[config.mk]
export PLATFORM = sky130hd
export DESIGN_NAME = ccr_top
export DESIGN_NICKNAME = d
export VERILOG_FILES = /design/src/rtl/ccr_pkg.sv /design/src/rtl/ccr_top.sv
export SDC_FILE = /design/constraint.sdc
export NUM_CORES = 1
export LEC_CHECK = 0
export BUFFER_PORTS_ARGS = -buffer_cell sky130_fd_sc_hd__buf_2
export CORE_AREA = 2 2 120 122
export CTS_CLUSTER_SIZE = 12
export DETAILED_ROUTE_END_ITERATION = 7
export DIE_AREA = 0 0 122 124
export PLACE_DENSITY = 0.77
export SETUP_SLACK_MARGIN = 0.02
export SLEW_MARGIN = 10
export SYNTH_ARGS = -nofsm -noshare
export SYNTH_HDL_FRONTEND = slang
export SYNTH_SLANG_ARGS = --single-unit
[constraint.sdc]
create_clock -name clock_i -period 2.8 [get_ports clock_i]
set_input_delay 0.28 -clock clock_i [delete_from_list [all_inputs] [get_ports clock_i]]
set_output_delay 0.28 -clock clock_i [all_outputs]
set_load 0.05 [all_outputs]
[src/rtl/ccr_pkg.sv]
// Constants for the converter output and alarm control register block.
// Assumes a single 50 MHz internal clock and a decoded write strobe
// from the serial configuration port.
// How it works
// - Bit 15 switches the input pattern checker on.
// - Checker compares eight repeating samples against programmed pattern values.
// - Checker clock is gated off while bit 15 is zero.
// - Bit 14 enables the second datapath clock, its checker and FIFO.
// - Bit 12 clears alarms after 64 consecutive good samples.
// - Bit 11 lets conversion clock loss force the outputs off.
// - Bit 10 lets input word clock loss force the outputs off.
// - Bit 9 lets a FIFO pointer collision force the outputs off.
// - Bit 7 inverts every sample word sent to the first converter.
// - Bit 6 inverts every sample word sent to the second converter.
// - In soft sync mode bit 5 is the source of the one-cycle chip sync pulse.
// - In soft mode only a zero to one change of bit 5 makes a sync pulse.
// - Bit 4 selects software sync instead of the external strobe.
// - Bit 3 enables the FIFO pointers two apart alarm.
// - Bit 2 enables the FIFO pointers one apart alarm.
// - Bit 1 enables the FIFO pointer collision alarm.
// - Register at address one resets to 0x600E.
package ccr_pkg;
    // Register map
    localparam logic [4:0]  CCR_CFG_ADDR = 5'h01;
    localparam logic [15:0] CCR_CFG_RST  = 16'h600E;
    localparam logic [15:0] CCR_RW_MASK  = 16'hFEFE;
    // Field positions
    localparam int CCR_B_CHK_EN   = 15;
    localparam int CCR_B_BCLK_EN  = 14;
    localparam int CCR_B_AUTO_CLR = 12;
    localparam int CCR_B_CONV_OFF = 11;
    localparam int CCR_B_WORD_OFF = 10;
    localparam int CCR_B_COLL_OFF = 9;
    localparam int CCR_B_INV_A    = 7;
    localparam int CCR_B_INV_B    = 6;
    localparam int CCR_B_SOFT_BIT = 5;
    localparam int CCR_B_SOFT_MOD = 4;
    localparam int CCR_B_NEAR_TWO = 3;
    localparam int CCR_B_NEAR_ONE = 2;
    localparam int CCR_B_COLL_ALM = 1;
    // Datapath and checker sizes
    localparam int CCR_DW       = 14;
    localparam int CCR_PAT_LEN  = 8;
    localparam logic [6:0] CCR_GOOD_CNT = 7'h40;
endpackage

[src/rtl/ccr_top.sv]
// Output and alarm control register with pattern checker, sync source
// selection, output shutdown and sample inversion.
// Assumes samples, FIFO alarms and clock monitor flags arrive on
// clock_i; only the alignment strobe pin is asynchronous.
`timescale 1ns/1ps
module ccr_top (
    // Clock and reset
    input  wire logic                      clock_i,
    input  wire logic                      rst_b_i,
    // Configuration port write and read
    input  wire logic                      cfg_wr_i,
    input  wire logic [4:0]                cfg_addr_i,
    input  wire logic [15:0]               cfg_wdata_i,
    output logic      [15:0]               cfg_rdata_o,
    // Sample stream and programmed pattern
    input  wire logic                      sample_valid_i,
    input  wire logic [ccr_pkg::CCR_DW-1:0] sample_a_i,
    input  wire logic [ccr_pkg::CCR_DW-1:0] sample_b_i,
    input  wire logic [ccr_pkg::CCR_DW*ccr_pkg::CCR_PAT_LEN-1:0] pattern_i,
    input  wire logic                      align_strobe_i,
    input  wire logic                      alarm_clear_i,
    // Clock monitor and FIFO events
    input  wire logic                      conv_clk_lost_i,
    input  wire logic                      word_clk_lost_i,
    input  wire logic                      collision_i,
    input  wire logic                      near_one_i,
    input  wire logic                      near_two_i,
    // Controls and results
    output logic                           chk_clk_en_o,
    output logic                           b_path_clk_en_o,
    output logic                           chip_sync_o,
    output logic                           out_off_o,
    output logic      [ccr_pkg::CCR_DW-1:0] data_a_o,
    output logic      [ccr_pkg::CCR_DW-1:0] data_b_o,
    output logic      [ccr_pkg::CCR_DW-1:0] fail_a_o,
    output logic      [ccr_pkg::CCR_DW-1:0] fail_b_o,
    output logic      [2:0]                alarm_o
);
    import ccr_pkg::*;

    typedef struct packed {
        logic [15:0]       cfg;
        logic [2:0]        strb_sync;
        logic              strb_lvl;
        logic              soft_prev;
        logic              sync;
        logic [2:0]        idx;
        logic [6:0]        good_cnt;
        logic [CCR_DW-1:0] fail_a;
        logic [CCR_DW-1:0] fail_b;
        logic [2:0]        alarm;
        logic              off;
        logic [CCR_DW-1:0] data_a;
        logic [CCR_DW-1:0] data_b;
        logic              chk_en;
        logic              bclk_en;
        logic [15:0]       rdata;
    } ccr_state_t;

    ccr_state_t st_r;
    ccr_state_t st_nxt;

    logic [CCR_DW-1:0] pat_cur;
    logic [CCR_DW-1:0] miss_a;
    logic [CCR_DW-1:0] miss_b;
    logic              chk_on;
    logic              good;
    logic              auto_clr;
    logic              soft_edge;
    logic              strb_edge;
    logic [2:0]        alm_evt;

    // Pattern word that the current sample should match
    assign pat_cur = pattern_i[st_r.idx*CCR_DW +: CCR_DW];

    // Comparisons only while the checker clock would run
    always_comb begin
        chk_on = st_r.cfg[CCR_B_CHK_EN] & sample_valid_i;
        miss_a = chk_on ? (sample_a_i ^ pat_cur) : '0;
        miss_b = (chk_on & st_r.cfg[CCR_B_BCLK_EN])
               ? (sample_b_i ^ pat_cur) : '0;
        good   = chk_on & ~|miss_a & ~|miss_b;
        auto_clr = st_r.cfg[CCR_B_AUTO_CLR] & good
                 & (st_r.good_cnt == CCR_GOOD_CNT - 7'h01);
    end

    // Sync edges and enabled FIFO alarm events
    always_comb begin
        soft_edge = st_r.cfg[CCR_B_SOFT_BIT] & ~st_r.soft_prev;
        strb_edge = (st_r.strb_sync[1] == st_r.strb_sync[2])
                  & st_r.strb_sync[2] & ~st_r.strb_lvl;
        alm_evt[0] = collision_i & st_r.cfg[CCR_B_COLL_ALM];
        alm_evt[1] = near_one_i  & st_r.cfg[CCR_B_NEAR_ONE];
        alm_evt[2] = near_two_i  & st_r.cfg[CCR_B_NEAR_TWO];
    end

    // Next state of the whole block
    always_comb begin
        st_nxt = st_r;
        // Register write; reserved bits 8 and 0 stay zero
        if (cfg_wr_i && cfg_addr_i == CCR_CFG_ADDR) begin
            st_nxt.cfg = cfg_wdata_i & CCR_RW_MASK;
        end
        st_nxt.rdata = (cfg_addr_i == CCR_CFG_ADDR) ? st_r.cfg : 16'h0000;
        // Strobe pin: only the second and third stages decide the level
        st_nxt.strb_sync = {st_r.strb_sync[1:0], align_strobe_i};
        if (st_r.strb_sync[1] == st_r.strb_sync[2]) begin
            st_nxt.strb_lvl = st_r.strb_sync[2];
        end
        st_nxt.soft_prev = st_r.cfg[CCR_B_SOFT_BIT];
        // Soft mode takes bit 5, else the external strobe
        st_nxt.sync = st_r.cfg[CCR_B_SOFT_MOD]
                    ? soft_edge : strb_edge;
        // Index steps per checked sample; sync marks sample zero
        if (chk_on) begin
            st_nxt.idx = st_r.idx + 3'h1;
        end
        // The sample after the pulse is always pattern word zero
        if (st_r.sync) begin
            st_nxt.idx = 3'h0;
        end
        // Consecutive good sample count
        if (chk_on) begin
            st_nxt.good_cnt = good ? st_r.good_cnt + 7'h01 : 7'h00;
        end
        if (auto_clr || alarm_clear_i) begin
            st_nxt.good_cnt = 7'h00;
            st_nxt.fail_a   = '0;
            st_nxt.fail_b   = '0;
            st_nxt.alarm    = 3'h0;
        end
        // New failures win over a clear in the same cycle
        st_nxt.fail_a = st_nxt.fail_a | miss_a;
        st_nxt.fail_b = st_nxt.fail_b | miss_b;
        st_nxt.alarm  = st_nxt.alarm | alm_evt;
        // Output shutdown sources
        st_nxt.off = (st_r.cfg[CCR_B_CONV_OFF] & conv_clk_lost_i)
                   | (st_r.cfg[CCR_B_WORD_OFF] & word_clk_lost_i)
                   | (st_r.cfg[CCR_B_COLL_OFF] & collision_i);
        // Inversion swaps the sense of the differential outputs
        st_nxt.data_a = sample_a_i ^ {CCR_DW{st_r.cfg[CCR_B_INV_A]}};
        st_nxt.data_b = sample_b_i ^ {CCR_DW{st_r.cfg[CCR_B_INV_B]}};
        // Clock gates follow the freshly written bits
        st_nxt.chk_en  = st_nxt.cfg[CCR_B_CHK_EN];
        st_nxt.bclk_en = st_nxt.cfg[CCR_B_BCLK_EN];
    end

    // State register; reset value puts the documented defaults in place
    always_ff @(posedge clock_i or negedge rst_b_i) begin
        if (!rst_b_i) begin
            st_r         <= '0;
            st_r.cfg     <= CCR_CFG_RST;
            st_r.bclk_en <= CCR_CFG_RST[CCR_B_BCLK_EN];
            st_r.chk_en  <= CCR_CFG_RST[CCR_B_CHK_EN];
        end else begin
            st_r <= st_nxt;
        end
    end

    // Outputs straight from the state register
    assign cfg_rdata_o     = st_r.rdata;
    assign chk_clk_en_o    = st_r.chk_en;
    assign b_path_clk_en_o = st_r.bclk_en;
    assign chip_sync_o     = st_r.sync;
    assign out_off_o       = st_r.off;
    assign data_a_o        = st_r.data_a;
    assign data_b_o        = st_r.data_b;
    assign fail_a_o        = st_r.fail_a;
    assign fail_b_o        = st_r.fail_b;
    assign alarm_o         = st_r.alarm;
endmodule

Word level (Yosys, flattened, before mapping)
Index checks and enable logic that the tools add are counted.
{"block": "word_totals", "mem_count": 0, "mem_bits_ro": 0, "output_inout_bits": 79, "word_cells": 68, "in_bits": 172, "latch_bits": 0, "ff_bits": 108, "mem_bits_rw": 0}
{"block": "classes", "n_mux": 10, "n_bitwise": 26, "order_cmp": 0, "reduce_logical": 8, "eq_ne": 3, "add_sub_neg": 2, "shifts": 1, "mul": 1, "div_mod_pow": 0}
{"operator": "112-bit by 8-bit indexed part select with 14-bit output", "n": 1}
{"operator": "14-bit bitwise XOR", "n": 4}
{"operator": "38-bit 2-to-1 mux", "n": 1}
{"operator": "16-bit 2-to-1 mux", "n": 2}
{"operator": "14-bit 2-to-1 mux", "n": 2}
{"operator": "14-bit OR", "n": 2}
{"operator": "14-bit OR reduction", "n": 2}
{"operator": "1-bit AND", "n": 15}
{"operator": "7-bit 2-to-1 mux", "n": 2}
{"operator": "7-bit by 1-bit adder with 7-bit output (second input constant)", "n": 1}
{"operator": "7-bit by 6-bit equality test with 1-bit output (second input constant)", "n": 1}
{"operator": "3-bit by 3-bit multiplier with 6-bit output (second input constant)", "n": 1}
{"operator": "3-bit 2-to-1 mux", "n": 2}
{"operator": "5-bit by 1-bit equality test with 1-bit output (second input constant)", "n": 1}
{"operator": "2-bit nonzero test", "n": 2}
{"operator": "3-bit by 1-bit adder with 3-bit output (second input constant)", "n": 1}
{"operator": "3-bit OR", "n": 1}
{"operator": "1-bit logical NOT", "n": 2}
{"operator": "1-bit inverter", "n": 2}
{"operator": "1-bit OR", "n": 2}
{"operator": "1-bit equality test", "n": 1}
{"operator": "1-bit logical AND", "n": 1}
{"operator": "1-bit logical OR", "n": 1}
{"operator": "1-bit 2-to-1 mux", "n": 1}

Depth between registers and ports, before layout
Gate-level depths: netlist of run 1.
{"block": "logic_depth", "word_depth": 13, "mapped_depth": 12, "mapped_depth_nobuf": 9}

Least setup slack after synthesis of run 1
OpenSTA, ideal clock, no wires.
{"block": "synth_path", "kind": "register to register", "start": "register st_r[86] (netlist name)", "end": "register st_r (netlist bit fail_a_o[11])", "setup_ns": 0.119, "n_path_buf": 3, "path_stages_with_launch": 12, "required_time_ns": 2.681, "slack_ns": 0.042, "t_arrival_ns": 2.639, "synth_period_minus_slack_ns": 2.758, "cell_sequence": "dfrtp_1 -> buf_2 -> nor2_1 -> buf_2 -> a22oi_1 -> nand2_1 -> mux2i_1 -> nand4_1 -> nor4_4 -> a31oi_4 -> buf_2 -> a21bo_1"}
{"item": "from (decl)", "line": "ccr_top.sv:60", "rtl": "ccr_state_t st_r;"}
{"item": "from (signal assigned)", "line": "ccr_top.sv:156", "rtl": "st_r <= st_nxt;"}

Worst setup path in the final report of run 1
{"block": "layout_path", "start": "register st_r[85] (netlist name)", "end": "register st_r[81] (netlist name)"}
{"block": "layout_between", "elab_chain_cells": 12, "elab_cells_between_ends": 19, "classes_between": "mul: 1; shift: 1; mux: 5; bitwise: 6; reduce/logical: 6"}
{"item": "3-bit by 3-bit multiplier with 6-bit output *", "line": "ccr_top.sv:74", "rtl": "assign pat_cur = pattern_i[st_r.idx*CCR_DW +: CCR_DW];"}
{"item": "112-bit by 8-bit indexed part select with 14-bit output *", "line": "ccr_top.sv:74"}
{"item": "14-bit bitwise XOR", "line": "ccr_top.sv:79", "rtl": "miss_a = chk_on ? (sample_a_i ^ pat_cur) : '0;"}
{"item": "14-bit 2-to-1 mux", "line": "ccr_top.sv:79"}
{"item": "14-bit OR reduction", "line": "ccr_top.sv:82", "rtl": "good = chk_on & ~|miss_a & ~|miss_b;"}
{"item": "1-bit logical NOT", "line": "ccr_top.sv:82"}
{"item": "1-bit AND", "line": "ccr_top.sv:82"}
{"item": "1-bit AND *", "line": "ccr_top.sv:82"}
{"item": "1-bit AND", "line": "ccr_top.sv:83", "rtl": "auto_clr = st_r.cfg[CCR_B_AUTO_CLR] & good"}
{"item": "1-bit AND", "line": "ccr_top.sv:84", "rtl": "& (st_r.good_cnt == CCR_GOOD_CNT - 7'h01);"}
{"item": "1-bit logical OR", "line": "ccr_top.sv:126", "rtl": "if (auto_clr || alarm_clear_i) begin"}
{"item": "38-bit 2-to-1 mux or 2-bit nonzero test (tied branches)"}
Every way passes the cells marked *; elsewhere a longest branch is shown, timed or not. The select of a mux whose other input is x is not followed.
A chain may end at the register's enable or synchronous reset.

==> results.sh, run 1 <==
export IMPL_cts_tree="done"
export IMPL_die_height_um=124
export IMPL_wl_per_cell_um=18.6
export IMPL_maxSlewHeadroom_pct=58.2
export IMPL_cp_max_fo=6
export IMPL_overflow=0
export IMPL_fill_cells=1187
export IMPL_fin_setup_tns_ns=-1.61
export IMPL_rsz0062_at_grt="true"
export IMPL_regArea_mm2=0.00261
export IMPL_grt_pass1_vias=4796
export IMPL_yosys_top_cells_count="dfrtp_1, buf_4, mux2i_1"
export IMPL_fin_ws_ns=-0.119
export IMPL_drc=0
export IMPL_wl_um=17700
export IMPL_synth_seq_cells=104
export IMPL_fin_skew_ns=0.00759
export IMPL_finalNonFillerCells=953
export IMPL_yosysTopAreaCellShare_pct=41.2
export IMPL_period_minus_slack_ns=2.92
export IMPL_multi_input_area_mm2=0.00281
export IMPL_nets=935
export IMPL_io_pins=251
export IMPL_antenna_found_initial=6
export IMPL_finalCritPeriodShare_pct=104
export IMPL_dp_cells=908
export IMPL_gp_congestion=0.884
export IMPL_setup_worst_path_start_class="flop"
export IMPL_vias=4937
export IMPL_yosysUniqueCellTypes=53
export IMPL_cts_buffers=9
export IMPL_async_flop_share_pct=100
export IMPL_viasPerCell=5.18
export IMPL_synthFlopType="dfrtp_1"
export IMPL_dpl_worst_slack_ns=-0.124
export IMPL_arrival_ns=3.16
export IMPL_grt_use_met2_pct=37.9
export IMPL_syn_inst=542
export IMPL_worst_slew_pin_slew_ns=0.625
export IMPL_failed_checks="setup timing"
export IMPL_grt_pass1_wl_um=25800
export IMPL_grt_max_degree=47
export IMPL_row_count=43
export IMPL_worstSkewPairLatency_ns=0.35
export IMPL_die_x_um=122
export IMPL_area_growth_pct=30.3
export IMPL_powerDensity_mw_per_mm2=840
export IMPL_drt_iter0_drc=375
export IMPL_synth_edf_count=0
export IMPL_critPathKind="reg -> reg"
export IMPL_use_met1_pct=27.5
export IMPL_cts_max_level=3
export IMPL_ir_drop_uv=409
export IMPL_synthTopCellsByArea="dfrtp_1, buf_4, mux2i_1"
export IMPL_core_area_mm2=0.0137
export IMPL_cts_buffer_depth=2
export IMPL_root_buffer="clkbuf_16"
export IMPL_critPathRequiredTime_ns=3.05
export IMPL_grt_met3_usage_pct=8.01
export IMPL_dp_hpwl_um=13300
export IMPL_ys_seq_area_share_pct=43.4
export IMPL_antenna_left=0
export IMPL_synth_avg_cell_area_um2=11.1
export IMPL_yosys_cell_count_top_type="dfrtp_1"
export IMPL_setup_viol=29
export IMPL_hp_class="in -> reg"
export IMPL_drv_slew=0
export IMPL_whs_ns=0.0298
export IMPL_outcome="finished, violations left"
export IMPL_cts_sinks=104
export IMPL_p_leak_nw=4.06
export IMPL_finalHoldViolCount=0
export IMPL_yosys_area_top_type="dfrtp_1"
export IMPL_drtPass1Iterations=4
export IMPL_busiest_layer="met2"
export IMPL_dieArea_mm2=0.0151
export IMPL_worst_setup_path_end_kind="flop"
export IMPL_grtUsageTotal_pct=22.8
export IMPL_initial_core_util_pct=43.8
export IMPL_drv_cap=0
export IMPL_yosys_warnings=0
export IMPL_netlist_area_mm2=0.00601
export IMPL_io_buffers=246
export IMPL_drive_above_1_share_pct=51.1
export IMPL_clkTransAtPathRegs_ns=0.07
export IMPL_fmax_mhz=343
[worst max-delay path: stages, from the launching register on]
cell and delay (ns):
dfrtp_2 0.49, buf_12 0.16, buf_6 0.13, mux2i_1 0.12
a22oi_2 0.29, a21oi_1 0.15, a31oi_2 0.24, o2111ai_1 0.19
nor4_4 0.41, buf_4 0.22, a41oi_1 0.12, a311oi_1 0.29
[metal layers]
layer / up-vias / part of all wire [%]
met5: - / 0.068
met4: 2 / 3.3
met3: 47 / 7.1
met2: 182 / 49
met1: 2416 / 41
li1: 2290 / -
[metrics by stage]
stage               utilization, %  total power [W]  cell area (um2)
floorplan                        -          0.00429             6020
global placement              51.7          0.00485             7100
detailed placement            51.7          0.00489             7100
CTS                           54.8          0.00628             7510
global route                  57.0          0.00692             7820
finish                        57.1          0.00658             7840
[final timing paths]
| path | startpoint | endpoint | slack [ns] | depth (start not counted) |
|---|---|---|---|---|
| worst max-delay path | st_r[85] | st_r[81] | -0.12 | 11 |
| worst min-delay path | align_strobe_i | st_nxt[92] | 0.03 | 1 |
| worst max register to register | st_r[85] | st_r[81] | -0.12 | 11 |
| worst min register to register | st_nxt[92] | st_nxt[93] | 0.37 | 0 |
| max in group asynchronous | rst_b_i | st_r[108] | 1.59 | 3 |
| min in group asynchronous | rst_b_i | data_a_o[12] | 0.47 | 2 |
[cells by family after synthesis]
family	count (synthesis)	synth area share (%)
and+or+nand+nor	103	8.91
other	1	0.0624
buffers and inverters	106	12.8
DFF	104	43.4
adders and majority gates	3	0.624
xor gates and xnor gates	43	6.26
muxes	72	13.1
AOI/OAI and AO/OA	110	14.9
[report_power, final]
part	internal (W)	total, W	switching, W
clock network	0.000704	0.00125	0.000551
logic	0.00141	0.00340	0.00199
registers	0.00176	0.00193	0.000165
total	0.00388	0.00658	0.00271
[registers in the layout (all words and copies together) (netlist names)]
register	cells
st_nxt	3
fail_a_o	14
alarm_o	3
fail_b_o	14
chip_sync_o	1
data_a_o	14
data_b_o	14
cfg_rdata_o	14
st_r	26
out_off_o	1
[layout by cell type (no fill, tap or decap), drive strengths merged, types with 2 or more instances in the layout]
cell type,n
clkinv,2
nand3,5
a21oi,13
mux4,4
o21ai,8
a311oi,2
ha,3
diode,8
a22oi,22
mux2i,53
o2111ai,6
a22o,17
and3,2
a21bo,14
dfrtp,99
or2,2
a21boi,6
nand2,32
and2,20
nor4,3
mux2,15
nand4,3
a31oi,9
clkbuf,15
inv,6
nor2b,4
nor2,20
conb,2
dfstp,5
buf,304
nor3,6
o2bb2ai,5
nand2b,2
xor2,36
xnor2,7
[final cells by class]
type | instances | area share [%]
clock buffers | 13 | 3.58
flip-flops and latches | 104 | 33.3
repair buffers | 307 | 23.5
multi-input cells | 333 | 35.9
inverters | 5 | 0.240
diodes | 8 | 0.256
clock inverters | 3 | 0.287
well taps | 180 | 2.87
[what timing repair did]
action                                 4_1_cts  5_1_grt
buffers inserted                             7       10
resized for setup                           12       35
pin swaps                                    6       11
hold buffers                                 1        0
gates cloned                                 0        3
endpoints found under the hold margin       44        0
setup endpoints to repair                   35       38
Note: power is estimated with default switching activity, not from simulation.
==> inputs of run 2 (changes only) <==
--- a/config.mk
+++ b/config.mk
@@ -11,6 +11,7 @@
 export DETAILED_ROUTE_END_ITERATION = 7
 export DIE_AREA = 0 0 122 124
 export PLACE_DENSITY = 0.77
+export RECOVER_POWER = 50
 export SETUP_SLACK_MARGIN = 0.02
 export SLEW_MARGIN = 10
 export SYNTH_ARGS = -nofsm -noshare
==> results.sh, run 2 (synthesis results as in run 1) <==
export IMPL_wl_per_cell_um=18.6
export IMPL_dp_hpwl_um=13300
export IMPL_core_area_mm2=0.0137
export IMPL_dpl_worst_slack_ns=-0.124
export IMPL_vias=4939
export IMPL_maxSlewHeadroom_pct=58.0
export IMPL_drv_cap=0
export IMPL_hp_class="in -> reg"
export IMPL_cp_slowest_cell="dfrtp_2"
export IMPL_powerDensity_mw_per_mm2=841
export IMPL_r2r_slack_ns=-0.12
export IMPL_p_leak_nw=4.05
export IMPL_grt_max_degree=47
export IMPL_finalHoldViolCount=0
export IMPL_dieArea_mm2=0.0151
export IMPL_whs_ns=0.0296
export IMPL_drive_above_1_share_pct=50.8
export IMPL_ir_drop_uv=409
export IMPL_grt_pass1_wl_um=25800
export IMPL_internal_power_w=0.00388
export IMPL_grt_pass1_vias=4796
export IMPL_design_area_mm2=0.00783
export IMPL_critPathKind="reg -> reg"
export IMPL_gp_congestion=0.884
export IMPL_cts_max_level=3
export IMPL_combPwrFrac_pct=51.6
export IMPL_antenna_found_initial=6
export IMPL_root_buffer="clkbuf_16"
export IMPL_worstSkewPairLatency_ns=0.35
export IMPL_path_buf_inv=3
export IMPL_drtPass1Iterations=4
export IMPL_initial_core_util_pct=43.8
export IMPL_cp_max_fo=6
export IMPL_antenna_left=0
export IMPL_overflow=0
export IMPL_io_pins=251
export IMPL_period_minus_slack_ns=2.92
export IMPL_top_register="st_r"
export IMPL_p_clk_share_pct=19.1
export IMPL_fill_cells=1188
export IMPL_max_stage_delay_ns=0.49
export IMPL_die_height_um=124
export IMPL_pwr_share_seq_pct=29.3
export IMPL_drv_slew=0
export IMPL_worst_setup_path_end_kind="flop"
export IMPL_largest_register_ff_count=26
export IMPL_crit_chain="buf_12, buf_6, mux2i_1, a22oi_2, a21oi_1, a31oi_2, o2111ai_1, nor4_4, buf_4, a41oi_1, a311oi_1"
export IMPL_nets=935
export IMPL_fin_skew_ns=0.00771
export IMPL_drt_iter0_drc=377
export IMPL_viasPerCell=5.18
export IMPL_switching_share_pct=41.1
export IMPL_worst_slew_pin_slew_ns=0.629
export IMPL_dpl_cell_area_mm2=0.00710
export IMPL_critPathRequiredTime_ns=3.05
export IMPL_fin_ws_ns=-0.125
export IMPL_drc=0
export IMPL_wl_um=17700
export IMPL_cts_buffer_depth=2
export IMPL_finalCritPeriodShare_pct=104
export IMPL_multi_input_area_mm2=0.00281
export IMPL_die_x_um=122
export IMPL_cpLargestDelayFamily="compound AO/OA/AOI/OAI gates"
export IMPL_area_growth_pct=30.1
export IMPL_clkTransAtPathRegs_ns=0.07
export IMPL_final_util_pct=57.0
export IMPL_setup_worst_path_start_class="flop"
export IMPL_outcome="finished, violations left"
export IMPL_mostFrequentLayoutCell="buf_2"
export IMPL_layout_common_cells="buf_2, dfrtp_1, buf_4"
export IMPL_cts_sinks=104
export IMPL_fmax_mhz=342
export IMPL_io_buffers=246
export IMPL_p_sw_w=0.00271
export IMPL_row_count=43
export IMPL_failed_checks="setup timing"
export IMPL_setup_viol=31
export IMPL_arrival_ns=3.17
export IMPL_regArea_mm2=0.00261
export IMPL_cts_buffers=9
export IMPL_rsz0062_at_grt="true"
export IMPL_cts_tree="done"
export IMPL_grtUsageTotal_pct=22.8
-- run 2: cell count changes in the layout (fill, tap and decap cells not counted) --
cell      before  now
nor4_2         1    0
clkbuf_1       0    1
nor4_1         0    1
and2_1        20   16
and2_0         0    4
buf_4         45   44
-- run 2: path summary, 6_finish.rpt --
kind | start | end | cells past startpoint
worst max-delay path | st_r[85] | st_r[81] | 11
worst min-delay path | align_strobe_i | st_nxt[92] | 1
worst max register to register | st_r[85] | st_r[81] | 11
worst min register to register | st_nxt[92] | st_nxt[93] | 0
max in group asynchronous | rst_b_i | st_r[108] | 3
min in group asynchronous | rst_b_i | data_a_o[12] | 2
-- run 2: area by class of cell --
cell class,count,area share [%]
clock inverter,3,0.288
timing repair buffer,307,23.5
tap,180,2.88
clock buffer,13,3.58
sequential,104,33.4
multi-input combinational,333,35.9
antenna,8,0.256
inverter,5,0.240
-- run 2: repair_timing --
action | 4_1_cts | 5_1_grt
gates cloned | 0 | 3
setup endpoints to repair | 35 | 38
gates resized for setup | 12 | 35
hold buffers | 1 | 0
setup buffers | 7 | 10
hold endpoints to repair | 44 | 0
pin swaps | 6 | 11
-- run 2: per-stage QoR --
stage,total power [W],cells,TNS (ns)
2_1_floorplan,0.00429,543,0
3_3_place_gp,0.00485,908,-0.735
3_5_place_dp,0.00489,908,-2.27
4_1_cts,0.00628,932,-0.266
5_1_grt,0.00692,947,-6.78
6_report,0.00658,953,-1.73
-- run 2: worst register-to-register path: stages, from the launching register on --
cell       delay [ns]
dfrtp_2          0.49
buf_12           0.16
buf_6            0.13
mux2i_1          0.12
a22oi_2          0.29
a21oi_1          0.15
a31oi_2          0.24
o2111ai_1        0.19
nor4_4           0.41
buf_4            0.22
a41oi_1          0.12
a311oi_1         0.29
-- run 2: power by group through the flow --
stage	Sequential (W)	Clock (W)	Combinational (W)
floorplan	0.00191	0	0.00238
global placement	0.00194	0	0.00291
detailed placement	0.00194	0	0.00295
CTS	0.00192	0.00128	0.00307
global route	0.00196	0.00135	0.00361
finish	0.00193	0.00125	0.00340
-- run 2: metal layers --
metal | global-route usage, % | vias up | share of wire (%)
li1 | - | 2290 | -
met1 | 27.5 | 2416 | 41
met2 | 37.9 | 182 | 48
met3 | 8.01 | 49 | 7.2
met4 | 8.41 | 2 | 3.4
met5 | 0 | - | 0.068
